[config.mk]
export PLATFORM = sky130hd
export DESIGN_NAME = lpsl_status_irq
export DESIGN_NICKNAME = d
export VERILOG_FILES = /design/src/design/lpsl_pkg.sv /design/src/design/lpsl_evt_if.sv /design/src/design/lpsl_evt_detect.sv /design/src/design/lpsl_status_irq.sv
export SDC_FILE = /design/constraint.sdc
export NUM_CORES = 1
export LEC_CHECK = 0
export ABC_AREA = 1
export BUFFER_PORTS_ARGS = -buffer_cell sky130_fd_sc_hd__buf_2
export CORE_MARGIN = 8
export CORE_UTILIZATION = 45
export CTS_CLUSTER_SIZE = 20
export DETAILED_ROUTE_END_ITERATION = 12
export PLACE_DENSITY = 0.74
export SLEW_MARGIN = 25
export SYNTH_ARGS = -nofsm -noshare
export SYNTH_HDL_FRONTEND = slang
export SYNTH_SLANG_ARGS = --single-unit
[constraint.sdc]
create_clock -name core_clk_i -period 1.26 [get_ports core_clk_i]
set_input_delay 0.063 -clock core_clk_i [delete_from_list [all_inputs] [get_ports core_clk_i]]
set_output_delay 0.063 -clock core_clk_i [all_outputs]
set_load 0.03 [all_outputs]
[src/design/lpsl_pkg.sv]
// Purpose: shared constants for the port line status latch and interrupt block
// Assumes: one port copy per instance, AXI4-Lite register access
// Notes: register offsets are word indices; byte address is four times index
package lpsl_pkg;
	localparam int unsigned STAT_W      = 16;
	localparam int unsigned GAIN_W      = 8;
	localparam int unsigned AXI_DW      = 32;
	localparam int unsigned PORT_STRIDE = 32'h0000_0080;
	localparam int unsigned PORT_MAX    = 3;
	localparam int unsigned IDX_LIVE    = 32'h0000_0028;
	localparam int unsigned IDX_LAT     = 32'h0000_002a;
	localparam int unsigned IDX_EN      = 32'h0000_002c;
	localparam int unsigned IDX_GAIN    = 32'h0000_002e;
	localparam int unsigned IDX_CLR     = 32'h0000_0030;
	localparam int unsigned IDX_CTL     = 32'h0000_0032;
	localparam int unsigned B_ANALOG_SIGLOSS_LIVE      = 0;
	localparam int unsigned B_LOCK      = 1;
	localparam int unsigned B_RX_TWO    = 2;
	localparam int unsigned B_RX_ONE    = 3;
	localparam int unsigned B_PREAMP    = 4;
	localparam int unsigned B_GAIN_CHG  = 5;
	localparam int unsigned B_REF_CLK   = 8;
	localparam int unsigned B_TX_OUT    = 9;
	localparam int unsigned B_DRV       = 10;
	localparam int unsigned B_JB_EMPTY  = 11;
	localparam int unsigned B_JB_FULL   = 12;
	localparam int unsigned B_JB_LOST   = 13;
	localparam int unsigned C_GRP       = 0;
	localparam int unsigned C_GLOB      = 1;
	localparam logic [15:0] VALID_MASK  = 16'h1f3f;
	localparam logic [15:0] LIVE_MASK   = 16'h071f;
	localparam logic [15:0] CHG_MASK    = 16'h061f;
	localparam logic [15:0] RST_LAT     = 16'h0000;
	localparam logic [15:0] RST_EN      = 16'h0000;
	localparam logic [1:0]  RST_CTL     = 2'h0;
	localparam logic [2:0]  PRIME_CYC   = 3'h5;
	localparam logic [1:0]  RESP_OKAY   = 2'h0;
	localparam logic [1:0]  RESP_SLVERR = 2'h2;
endpackage : lpsl_pkg

[src/design/lpsl_evt_if.sv]
// Purpose: carries synchronised live status, gain and event pulses
// Assumes: single clock domain
// Notes: src drives, dst reads
`timescale 1ns/1ps
`default_nettype none
interface lpsl_evt_if;
	logic [15:0] live;
	logic [15:0] evt;
	logic [7:0]  gain;
	modport src (output live, output evt, output gain);
	modport dst (input live, input evt, input gain);
endinterface : lpsl_evt_if
`default_nettype wire

[src/design/lpsl_evt_detect.sv]
// Purpose: synchronises front end status and turns it into event pulses
// Assumes: raw inputs are asynchronous to core_clk_i
// Notes: events held off until the pipeline holds real samples
`timescale 1ns/1ps
`default_nettype none
module lpsl_evt_detect (
	input  wire logic [lpsl_pkg::STAT_W-1:0] raw_i,
	input  wire logic [lpsl_pkg::GAIN_W-1:0] gain_raw_i,
	input  wire logic                        core_clk_i,
	input  wire logic                        arst_n_i,
	lpsl_evt_if.src                          evt_if
);
	import lpsl_pkg::*;
	logic [STAT_W-1:0] s1_ff, s2_ff, live_ff, evt_ff, nxt_evt, rise, chg;
	logic [GAIN_W-1:0] g1_ff, g2_ff, g3_ff, gain_ff;
	logic [2:0]        prime_ff;
	logic              primed;
	logic              gain_upd;

	always_ff @(posedge core_clk_i or negedge arst_n_i) begin
		if (!arst_n_i) begin
			s1_ff   <= '0;
			s2_ff   <= '0;
			live_ff <= '0;
			g1_ff   <= '0;
			g2_ff   <= '0;
			g3_ff   <= '0;
		end else begin
			s1_ff   <= raw_i;
			s2_ff   <= s1_ff;
			live_ff <= s2_ff;
			g1_ff   <= gain_raw_i;
			g2_ff   <= g1_ff;
			g3_ff   <= g2_ff;
		end
	end

	always_ff @(posedge core_clk_i or negedge arst_n_i) begin
		if (!arst_n_i)
			prime_ff <= '0;
		else if (!primed)
			prime_ff <= prime_ff + 3'h1;
	end

	// gain taken only once two samples agree, so a skewed bus update is not seen
	always_ff @(posedge core_clk_i or negedge arst_n_i) begin
		if (!arst_n_i)
			gain_ff <= '0;
		else if (gain_upd)
			gain_ff <= g2_ff;
	end

	always_comb begin
		primed   = (prime_ff == PRIME_CYC);
		rise     = s2_ff & ~live_ff;
		chg      = s2_ff ^ live_ff;
		gain_upd = (g2_ff == g3_ff) && (g2_ff != gain_ff);
		nxt_evt  = '0;
		if (primed) begin
			nxt_evt             = chg & CHG_MASK;
			nxt_evt[B_REF_CLK]  = rise[B_REF_CLK];
			nxt_evt[B_JB_FULL]  = rise[B_JB_FULL] | rise[B_JB_LOST];
			nxt_evt[B_JB_EMPTY] = rise[B_JB_EMPTY] | rise[B_JB_LOST];
			nxt_evt[B_GAIN_CHG] = gain_upd;
		end
	end

	always_ff @(posedge core_clk_i or negedge arst_n_i) begin
		if (!arst_n_i)
			evt_ff <= '0;
		else
			evt_ff <= nxt_evt;
	end

	assign evt_if.live = live_ff & LIVE_MASK;
	assign evt_if.evt  = evt_ff;
	assign evt_if.gain = gain_ff;
endmodule : lpsl_evt_detect
`default_nettype wire

[src/design/lpsl_status_irq.sv]
// Purpose: per port line status latch, interrupt enables and AXI4-Lite registers
// Assumes: front end status pins asynchronous; AXI4-Lite on core_clk_i
// Notes: one write and one read in flight; irq_o is registered
// Operation
// - set full flag on full or data loss
// - set empty flag on empty or data loss
// - set driver flag on any driver change
// - set output flag on any output change
// - set clock loss flag only on set
// - set gain flag when gain value changes
// - set preamp flag on preamp change
// - set receive failure flags on their change
// - set lock flag on lock change
// - set signal loss flag on change
// - interrupt needs flag, group, global enables
// - enable bit beside flag, one allows
// - report live gain, quarter dB steps
// - high codes give negative gain
// - live signal loss bit reads condition
// - live driver bit reads driver fault
// - live output bit reads open or short
//
// Register access over AXI4-Lite was left to the implementer.
`timescale 1ns/1ps
`default_nettype none
module lpsl_status_irq #(
	parameter int unsigned PORT_IDX = 0,
	parameter int unsigned ADDR_W   = 12
) (
	input  wire logic                        core_clk_i,
	input  wire logic                        arst_n_i,
	input  wire logic [ADDR_W-1:0]           axi_awaddr_i,
	input  wire logic                        axi_awvalid_i,
	output logic                             axi_awready_o,
	input  wire logic [lpsl_pkg::AXI_DW-1:0] axi_wdata_i,
	input  wire logic [3:0]                  axi_wstrb_i,
	input  wire logic                        axi_wvalid_i,
	output logic                             axi_wready_o,
	output logic [1:0]                       axi_bresp_o,
	output logic                             axi_bvalid_o,
	input  wire logic                        axi_bready_i,
	input  wire logic [ADDR_W-1:0]           axi_araddr_i,
	input  wire logic                        axi_arvalid_i,
	output logic                             axi_arready_o,
	output logic [lpsl_pkg::AXI_DW-1:0]      axi_rdata_o,
	output logic [1:0]                       axi_rresp_o,
	output logic                             axi_rvalid_o,
	input  wire logic                        axi_rready_i,
	input  wire logic                        jbuf_full_i,
	input  wire logic                        jbuf_empty_i,
	input  wire logic                        jbuf_lost_i,
	input  wire logic                        drv_fault_live_i,
	input  wire logic                        tx_out_fault_live_i,
	input  wire logic                        ref_clock_loss_live_i,
	input  wire logic                        preamp_on_live_i,
	input  wire logic                        rx_fault_one_live_i,
	input  wire logic                        rx_fault_two_live_i,
	input  wire logic                        lock_loss_live_i,
	input  wire logic                        analog_sigloss_live_i,
	input  wire logic [lpsl_pkg::GAIN_W-1:0] gain_level_value_i,
	output logic                             irq_o
);
	import lpsl_pkg::*;

	localparam int unsigned BASE_B = PORT_IDX * PORT_STRIDE * 4;
	localparam logic [ADDR_W-1:0] A_LIVE = ADDR_W'(BASE_B + 4 * IDX_LIVE);
	localparam logic [ADDR_W-1:0] A_LAT  = ADDR_W'(BASE_B + 4 * IDX_LAT);
	localparam logic [ADDR_W-1:0] A_EN   = ADDR_W'(BASE_B + 4 * IDX_EN);
	localparam logic [ADDR_W-1:0] A_GAIN = ADDR_W'(BASE_B + 4 * IDX_GAIN);
	localparam logic [ADDR_W-1:0] A_CLR  = ADDR_W'(BASE_B + 4 * IDX_CLR);
	localparam logic [ADDR_W-1:0] A_CTL  = ADDR_W'(BASE_B + 4 * IDX_CTL);

	generate
		if (PORT_IDX > PORT_MAX || (BASE_B + 4 * IDX_CTL) >= (1 << ADDR_W)) begin : g_chk
			$error("port index or address width out of range");
		end
	endgenerate

	lpsl_evt_if ev ();

	logic [STAT_W-1:0] raw;

	always_comb begin
		raw             = '0;
		raw[B_ANALOG_SIGLOSS_LIVE]     = analog_sigloss_live_i;
		raw[B_LOCK]     = lock_loss_live_i;
		raw[B_RX_TWO]   = rx_fault_two_live_i;
		raw[B_RX_ONE]   = rx_fault_one_live_i;
		raw[B_PREAMP]   = preamp_on_live_i;
		raw[B_REF_CLK]  = ref_clock_loss_live_i;
		raw[B_TX_OUT]   = tx_out_fault_live_i;
		raw[B_DRV]      = drv_fault_live_i;
		raw[B_JB_EMPTY] = jbuf_empty_i;
		raw[B_JB_FULL]  = jbuf_full_i;
		raw[B_JB_LOST]  = jbuf_lost_i;
	end

	lpsl_evt_detect u_detect (
		.raw_i      (raw),
		.gain_raw_i (gain_level_value_i),
		.core_clk_i (core_clk_i),
		.arst_n_i   (arst_n_i),
		.evt_if     (ev.src)
	);

	// write channel state
	logic                aw_hold_ff;
	logic                w_hold_ff;
	logic [ADDR_W-1:0]   awaddr_ff;
	logic [AXI_DW-1:0]   wdata_ff;
	logic [3:0]          wstrb_ff;
	logic                bvalid_ff;
	logic [1:0]          bresp_ff;
	logic                do_wr;
	logic                wr_hit;
	logic [STAT_W-1:0]   wmask;
	logic [STAT_W-1:0]   wval;

	// read channel state
	logic                rvalid_ff;
	logic [AXI_DW-1:0]   rdata_ff;
	logic [1:0]          rresp_ff;
	logic [AXI_DW-1:0]   rd_word;
	logic                rd_hit;

	// status and control registers
	logic [STAT_W-1:0]   lat_ff;
	logic [STAT_W-1:0]   nxt_lat;
	logic [STAT_W-1:0]   en_ff;
	logic [1:0]          ctl_ff;
	logic [STAT_W-1:0]   clr;
	logic [STAT_W-1:0]   win;
	logic                irq_ff;
	logic                nxt_irq;

	assign axi_awready_o = !aw_hold_ff && !bvalid_ff;
	assign axi_wready_o  = !w_hold_ff && !bvalid_ff;
	assign axi_bvalid_o  = bvalid_ff;
	assign axi_bresp_o   = bresp_ff;
	assign axi_arready_o = !rvalid_ff;
	assign axi_rvalid_o  = rvalid_ff;
	assign axi_rdata_o   = rdata_ff;
	assign axi_rresp_o   = rresp_ff;
	assign irq_o         = irq_ff;

	always_comb begin
		do_wr  = aw_hold_ff && w_hold_ff && !bvalid_ff;
		wr_hit = (awaddr_ff == A_LIVE) || (awaddr_ff == A_LAT) || (awaddr_ff == A_EN) ||
		         (awaddr_ff == A_GAIN) || (awaddr_ff == A_CLR) || (awaddr_ff == A_CTL);
		wmask  = {{8{wstrb_ff[1]}}, {8{wstrb_ff[0]}}};
		wval   = wdata_ff[STAT_W-1:0] & wmask & VALID_MASK;
	end

	// address and data are taken independently, in either order
	always_ff @(posedge core_clk_i or negedge arst_n_i) begin
		if (!arst_n_i) begin
			aw_hold_ff <= 1'b0;
			awaddr_ff  <= '0;
		end else if (axi_awvalid_i && axi_awready_o) begin
			aw_hold_ff <= 1'b1;
			awaddr_ff  <= axi_awaddr_i;
		end else if (do_wr) begin
			aw_hold_ff <= 1'b0;
		end
	end

	always_ff @(posedge core_clk_i or negedge arst_n_i) begin
		if (!arst_n_i) begin
			w_hold_ff <= 1'b0;
			wdata_ff  <= '0;
			wstrb_ff  <= '0;
		end else if (axi_wvalid_i && axi_wready_o) begin
			w_hold_ff <= 1'b1;
			wdata_ff  <= axi_wdata_i;
			wstrb_ff  <= axi_wstrb_i;
		end else if (do_wr) begin
			w_hold_ff <= 1'b0;
		end
	end

	always_ff @(posedge core_clk_i or negedge arst_n_i) begin
		if (!arst_n_i) begin
			bvalid_ff <= 1'b0;
			bresp_ff  <= RESP_OKAY;
		end else if (do_wr) begin
			bvalid_ff <= 1'b1;
			bresp_ff  <= wr_hit ? RESP_OKAY : RESP_SLVERR;
		end else if (axi_bready_i) begin
			bvalid_ff <= 1'b0;
		end
	end

	// reads have no side effects; the clear register reads as zero
	always_comb begin
		rd_word = '0;
		rd_hit  = 1'b1;
		if (axi_araddr_i == A_LIVE)
			rd_word[STAT_W-1:0] = ev.live;
		else if (axi_araddr_i == A_LAT)
			rd_word[STAT_W-1:0] = lat_ff;
		else if (axi_araddr_i == A_EN)
			rd_word[STAT_W-1:0] = en_ff;
		else if (axi_araddr_i == A_GAIN)
			rd_word[GAIN_W-1:0] = ev.gain;
		else if (axi_araddr_i == A_CLR)
			rd_word = '0;
		else if (axi_araddr_i == A_CTL)
			rd_word[1:0] = ctl_ff;
		else
			rd_hit = 1'b0;
	end

	always_ff @(posedge core_clk_i or negedge arst_n_i) begin
		if (!arst_n_i) begin
			rvalid_ff <= 1'b0;
			rdata_ff  <= '0;
			rresp_ff  <= RESP_OKAY;
		end else if (axi_arvalid_i && axi_arready_o) begin
			rvalid_ff <= 1'b1;
			rdata_ff  <= rd_word;
			rresp_ff  <= rd_hit ? RESP_OKAY : RESP_SLVERR;
		end else if (axi_rready_i) begin
			rvalid_ff <= 1'b0;
		end
	end

	// a one written to the latched register or its clear alias drops the flag
	always_comb begin
		clr = '0;
		if (do_wr && ((awaddr_ff == A_LAT) || (awaddr_ff == A_CLR)))
			clr = wval;
		win     = ev.evt & clr;
		nxt_lat = ((lat_ff & ~clr) | ev.evt) & VALID_MASK;
	end

	always_ff @(posedge core_clk_i or negedge arst_n_i) begin
		if (!arst_n_i)
			lat_ff <= RST_LAT;
		else
			lat_ff <= nxt_lat;
	end

	always_ff @(posedge core_clk_i or negedge arst_n_i) begin
		if (!arst_n_i)
			en_ff <= RST_EN;
		else if (do_wr && (awaddr_ff == A_EN))
			en_ff <= (en_ff & ~wmask) | wval;
	end

	always_ff @(posedge core_clk_i or negedge arst_n_i) begin
		if (!arst_n_i)
			ctl_ff <= RST_CTL;
		else if (do_wr && (awaddr_ff == A_CTL) && wstrb_ff[0])
			ctl_ff <= wdata_ff[1:0];
	end

	always_comb begin
		nxt_irq = (|(lat_ff & en_ff)) && ctl_ff[C_GRP] && ctl_ff[C_GLOB];
	end

	always_ff @(posedge core_clk_i or negedge arst_n_i) begin
		if (!arst_n_i)
			irq_ff <= 1'b0;
		else
			irq_ff <= nxt_irq;
	end
endmodule : lpsl_status_irq
`default_nettype wire

==> results.md <==
- VDD IR max: 1.15 mV
- CP Data Required Time: 1.56 ns
- Main area contributors after synthesis: dfrtp_1, nand2_1, inv_1
- Worst r2r dst: lat_ff[12]$_DFF_PN0_
- Final Power: 14.8 mW
- Outcome: finished with violations
- CP Data Arrival Time: 1.89 ns
- Dominant synthesized flop cell: dfrtp_1
- Peak Freq: 628 MHz
- Worst R2R Setup Slack: -0.33 ns
- Die area: 18100 µm²
- Vias: 5155
- Clock latency on the worst-skew pair: 0.43 ns
- Final setup fails: 54
- Vias in the first global route: 5054
- Worst hold path type: in -> reg
- PwrDens: 1640 nW/µm²
- Max-Cap Viols: 0
- Syn avg cell area: 9.87 µm²
- GPL Wtd Cong: 0.805
- Die X: 135 µm
- Global-route wire length before repair: 24900 µm
- Total Routing Usage GR: 17.5%
- Reg2reg path depth: 9
- Setup slack after layout: -0.332 ns
- Hold_ws: 0.118 ns
- Core Util, Final: 65.2%
- Synth Cell Area: 6340 µm²
- FF-to-FF Start: awaddr_ff[8]$_DFFE_PN0P_
- Hold path start: axi_awvalid_i
- TNS Setup: -9.19 ns
- Post-DP Area: 7330 µm²
- Seq cells post-synth: 156
- Unrepaired setup endpoints after global routing: yes
- DRC Markers: 0
- GRT overflow: 0
- Io pins: 128
- Largest net degree at the start of global routing: 43
- Hold EP: awaddr_ff[4]$_DFFE_PN0P_
- # port buffers: 86
- CP endpoint kind: flop
- Clk_skew: 0.0111 ns
- Final #Nets: 945
- Pre-CTS setup slack: -0.184 ns
- Cells after Synth: 642
- Core area: 13800 µm²
- Hold depth: 3
- Initial antenna violation count: 3
- Fin. max-slew vios: 0
- Yosys top cell area share: 61.6%
- Worst Path Max Fanout: 6
- Starting DRT DRC Count: 354
- Clk slew on worst S/H paths: 0.06 ns
- Setup crit start kind: flop
- Routed len/inst: 15.7 µm
- Longest Clk Path Bufs: 2
- Initial core utilization: 45.8%
- Seq/Total Area, Yosys: 61.6%
- DR vias/cell: 4.90
- Final Hold Vio Count: 0
- Fin crit period: 1.59 ns
- Sink Count: 156
- DRT Pass-1 Iters: 5
- Leakage power: 4.53 nW
- Share of layout cells above drive strength 1: 34.7%
- Final period util: 126%
- Post-synth EDFFs: 0
- Yosys warnings: 0
- Num CTS Buffers: 17
- Syn-to-layout area delta: 42.2%
- DP HPWL: 9790 µm
- Post-synth cell types: 39
- Post-Place Cells: 945
- Root Buffer: clkbuf_16
- Site row count: 43
- Number of nets with antenna violations after routing: 0
- Routed WL: 16600 µm
- Post-Layout Inst Area: 9010 µm²
- CTS tree: built
- Htree depth: 4
- Post-synth ARST share: 100%
- Post-synth top area cell: dfrtp_1
- Filler cells: 1016
- Final Non-Filler Cells: 1053
- Die H: 135 µm
- Failing checks: negative setup slack
- CP Class: reg -> reg
-- layer usage --
metal / vias to the layer above / share of wire [%] / track usage, %
met5: - / 0 / 0
met4: 0 / 3.8 / 8.30
met3: 63 / 7.0 / 5.24
met2: 201 / 50 / 28.4
met1: 2477 / 39 / 20.8
li1: 2414 / - / -
-- where the power goes --
part	internal, mW	switching, mW
clock network	3.02	1.92
registers	5.68	0.481
logic	1.64	2.04
-- layout by cell type, fill, tap and decap left out, types with 15 or more instances in the layout --
cell type	netlist	final
a21oi_1	24	18
buf_2	5	82
buf_4	18	49
buf_6	4	15
clkbuf_16	0	17
conb_1	1	18
dfrtp_1	156	154
dlygate4sd3_1	0	48
inv_1	67	64
nand2_1	157	134
nand2_2	5	21
nand3_1	49	29
nand3_2	1	19
nor2_1	63	49
-- critical path, stage by stage, from the launching register on --
cell and delay [ns]:
dfrtp_1 0.39, nor2_2 0.14, nand3_2 0.16, nor2_4 0.18, nand3_2 0.11, nand2_4 0.11
buf_8 0.15, nand3_4 0.06, nand2_2 0.08, nand2_1 0.09
-- cells by family (layout without fill, tap and decap cells) --
group	Yosys count	after routing	synth area share, %
other	1	21	0.0592
AND/OR/NAND/NOR	295	300	20.4
flip-flops	156	156	61.6
AO/OA/AOI/OAI	57	57	5.55
adder cells (fa/ha/maj)	2	2	0.395
multiplexers	7	7	1.24
XOR/XNOR	22	22	3.04
buffers and inverters	102	308	7.74
-- area by class of cell --
class / instances / area (µm²) / share of cell area [%]
flip-flops and latches: 156 / 3910 / 43.4
diodes: 3 / 7.51 / 0.0833
multi-input cells: 406 / 2400 / 26.6
repair buffers: 203 / 1600 / 17.8
repair inverters: 1 / 7.51 / 0.0833
well taps: 180 / 225 / 2.50
inverters: 72 / 287 / 3.18
clock buffers: 26 / 519 / 5.76
clock inverters: 6 / 57.6 / 0.639
-- state kept, by name, indices dropped and copies added (netlist names), 2 cells and up, named ones only --
| register | flops |
|---|---|
| ctl_ff | 2 |
| u_detect.s1_ff | 11 |
| u_detect.s2_ff | 11 |
| u_detect.evt_if.evt | 11 |
| u_detect.g3_ff | 8 |
| u_detect.live_ff | 11 |
| en_ff | 5 |
| lat_ff | 11 |
| awaddr_ff | 12 |
| wstrb_ff | 2 |
| axi_rdata_o | 16 |
| u_detect.evt_if.gain | 8 |
| u_detect.prime_ff | 3 |
| u_detect.g1_ff | 8 |
| u_detect.g2_ff | 8 |
| wdata_ff | 11 |
-- repair_timing --
action,CTS,global route
buffers inserted,10,9
setup endpoints to repair,52,57
hold buffers,48,0
gates resized for setup,46,49
cloned,3,3
endpoints found under the hold margin,203,0
pin swaps,25,23
-- how the worst max path moves through the flow --
stage                     cells after the start                       end                      start
after floorplan                               4  awaddr_ff[6]$_DFFE_PN0P_   axi_bvalid_o$_DFFE_PN0P_
after global placement                        7                      flop   awaddr_ff[2]$_DFFE_PN0P_
after detailed placement                      7                      flop   awaddr_ff[2]$_DFFE_PN0P_
after CTS                                     9       lat_ff[5]$_DFF_PN0_  awaddr_ff[11]$_DFFE_PN0P_
after global routing                          9      lat_ff[12]$_DFF_PN0_   awaddr_ff[8]$_DFFE_PN0P_
final                                         9      lat_ff[12]$_DFF_PN0_   awaddr_ff[8]$_DFFE_PN0P_
-- synth_stat cells (2+ instances only) --
library cell / instances
nand3_1: 49
nor2_1: 63
nand4_1: 3
nor2_2: 5
a22o_1: 2
a21oi_1: 24
nand2_2: 5
clkbuf_1: 3
inv_2: 3
buf_2: 5
mux2_2: 7
nand2_1: 157
buf_6: 4
ha_1: 2
o21ai_0: 12
nand2_4: 2
o21ai_2: 13
xnor2_1: 13
o21ai_1: 2
dfrtp_1: 156
inv_1: 67
buf_4: 18
nor2_4: 3
xor2_1: 9
Power figures use the tool's default switching activity.
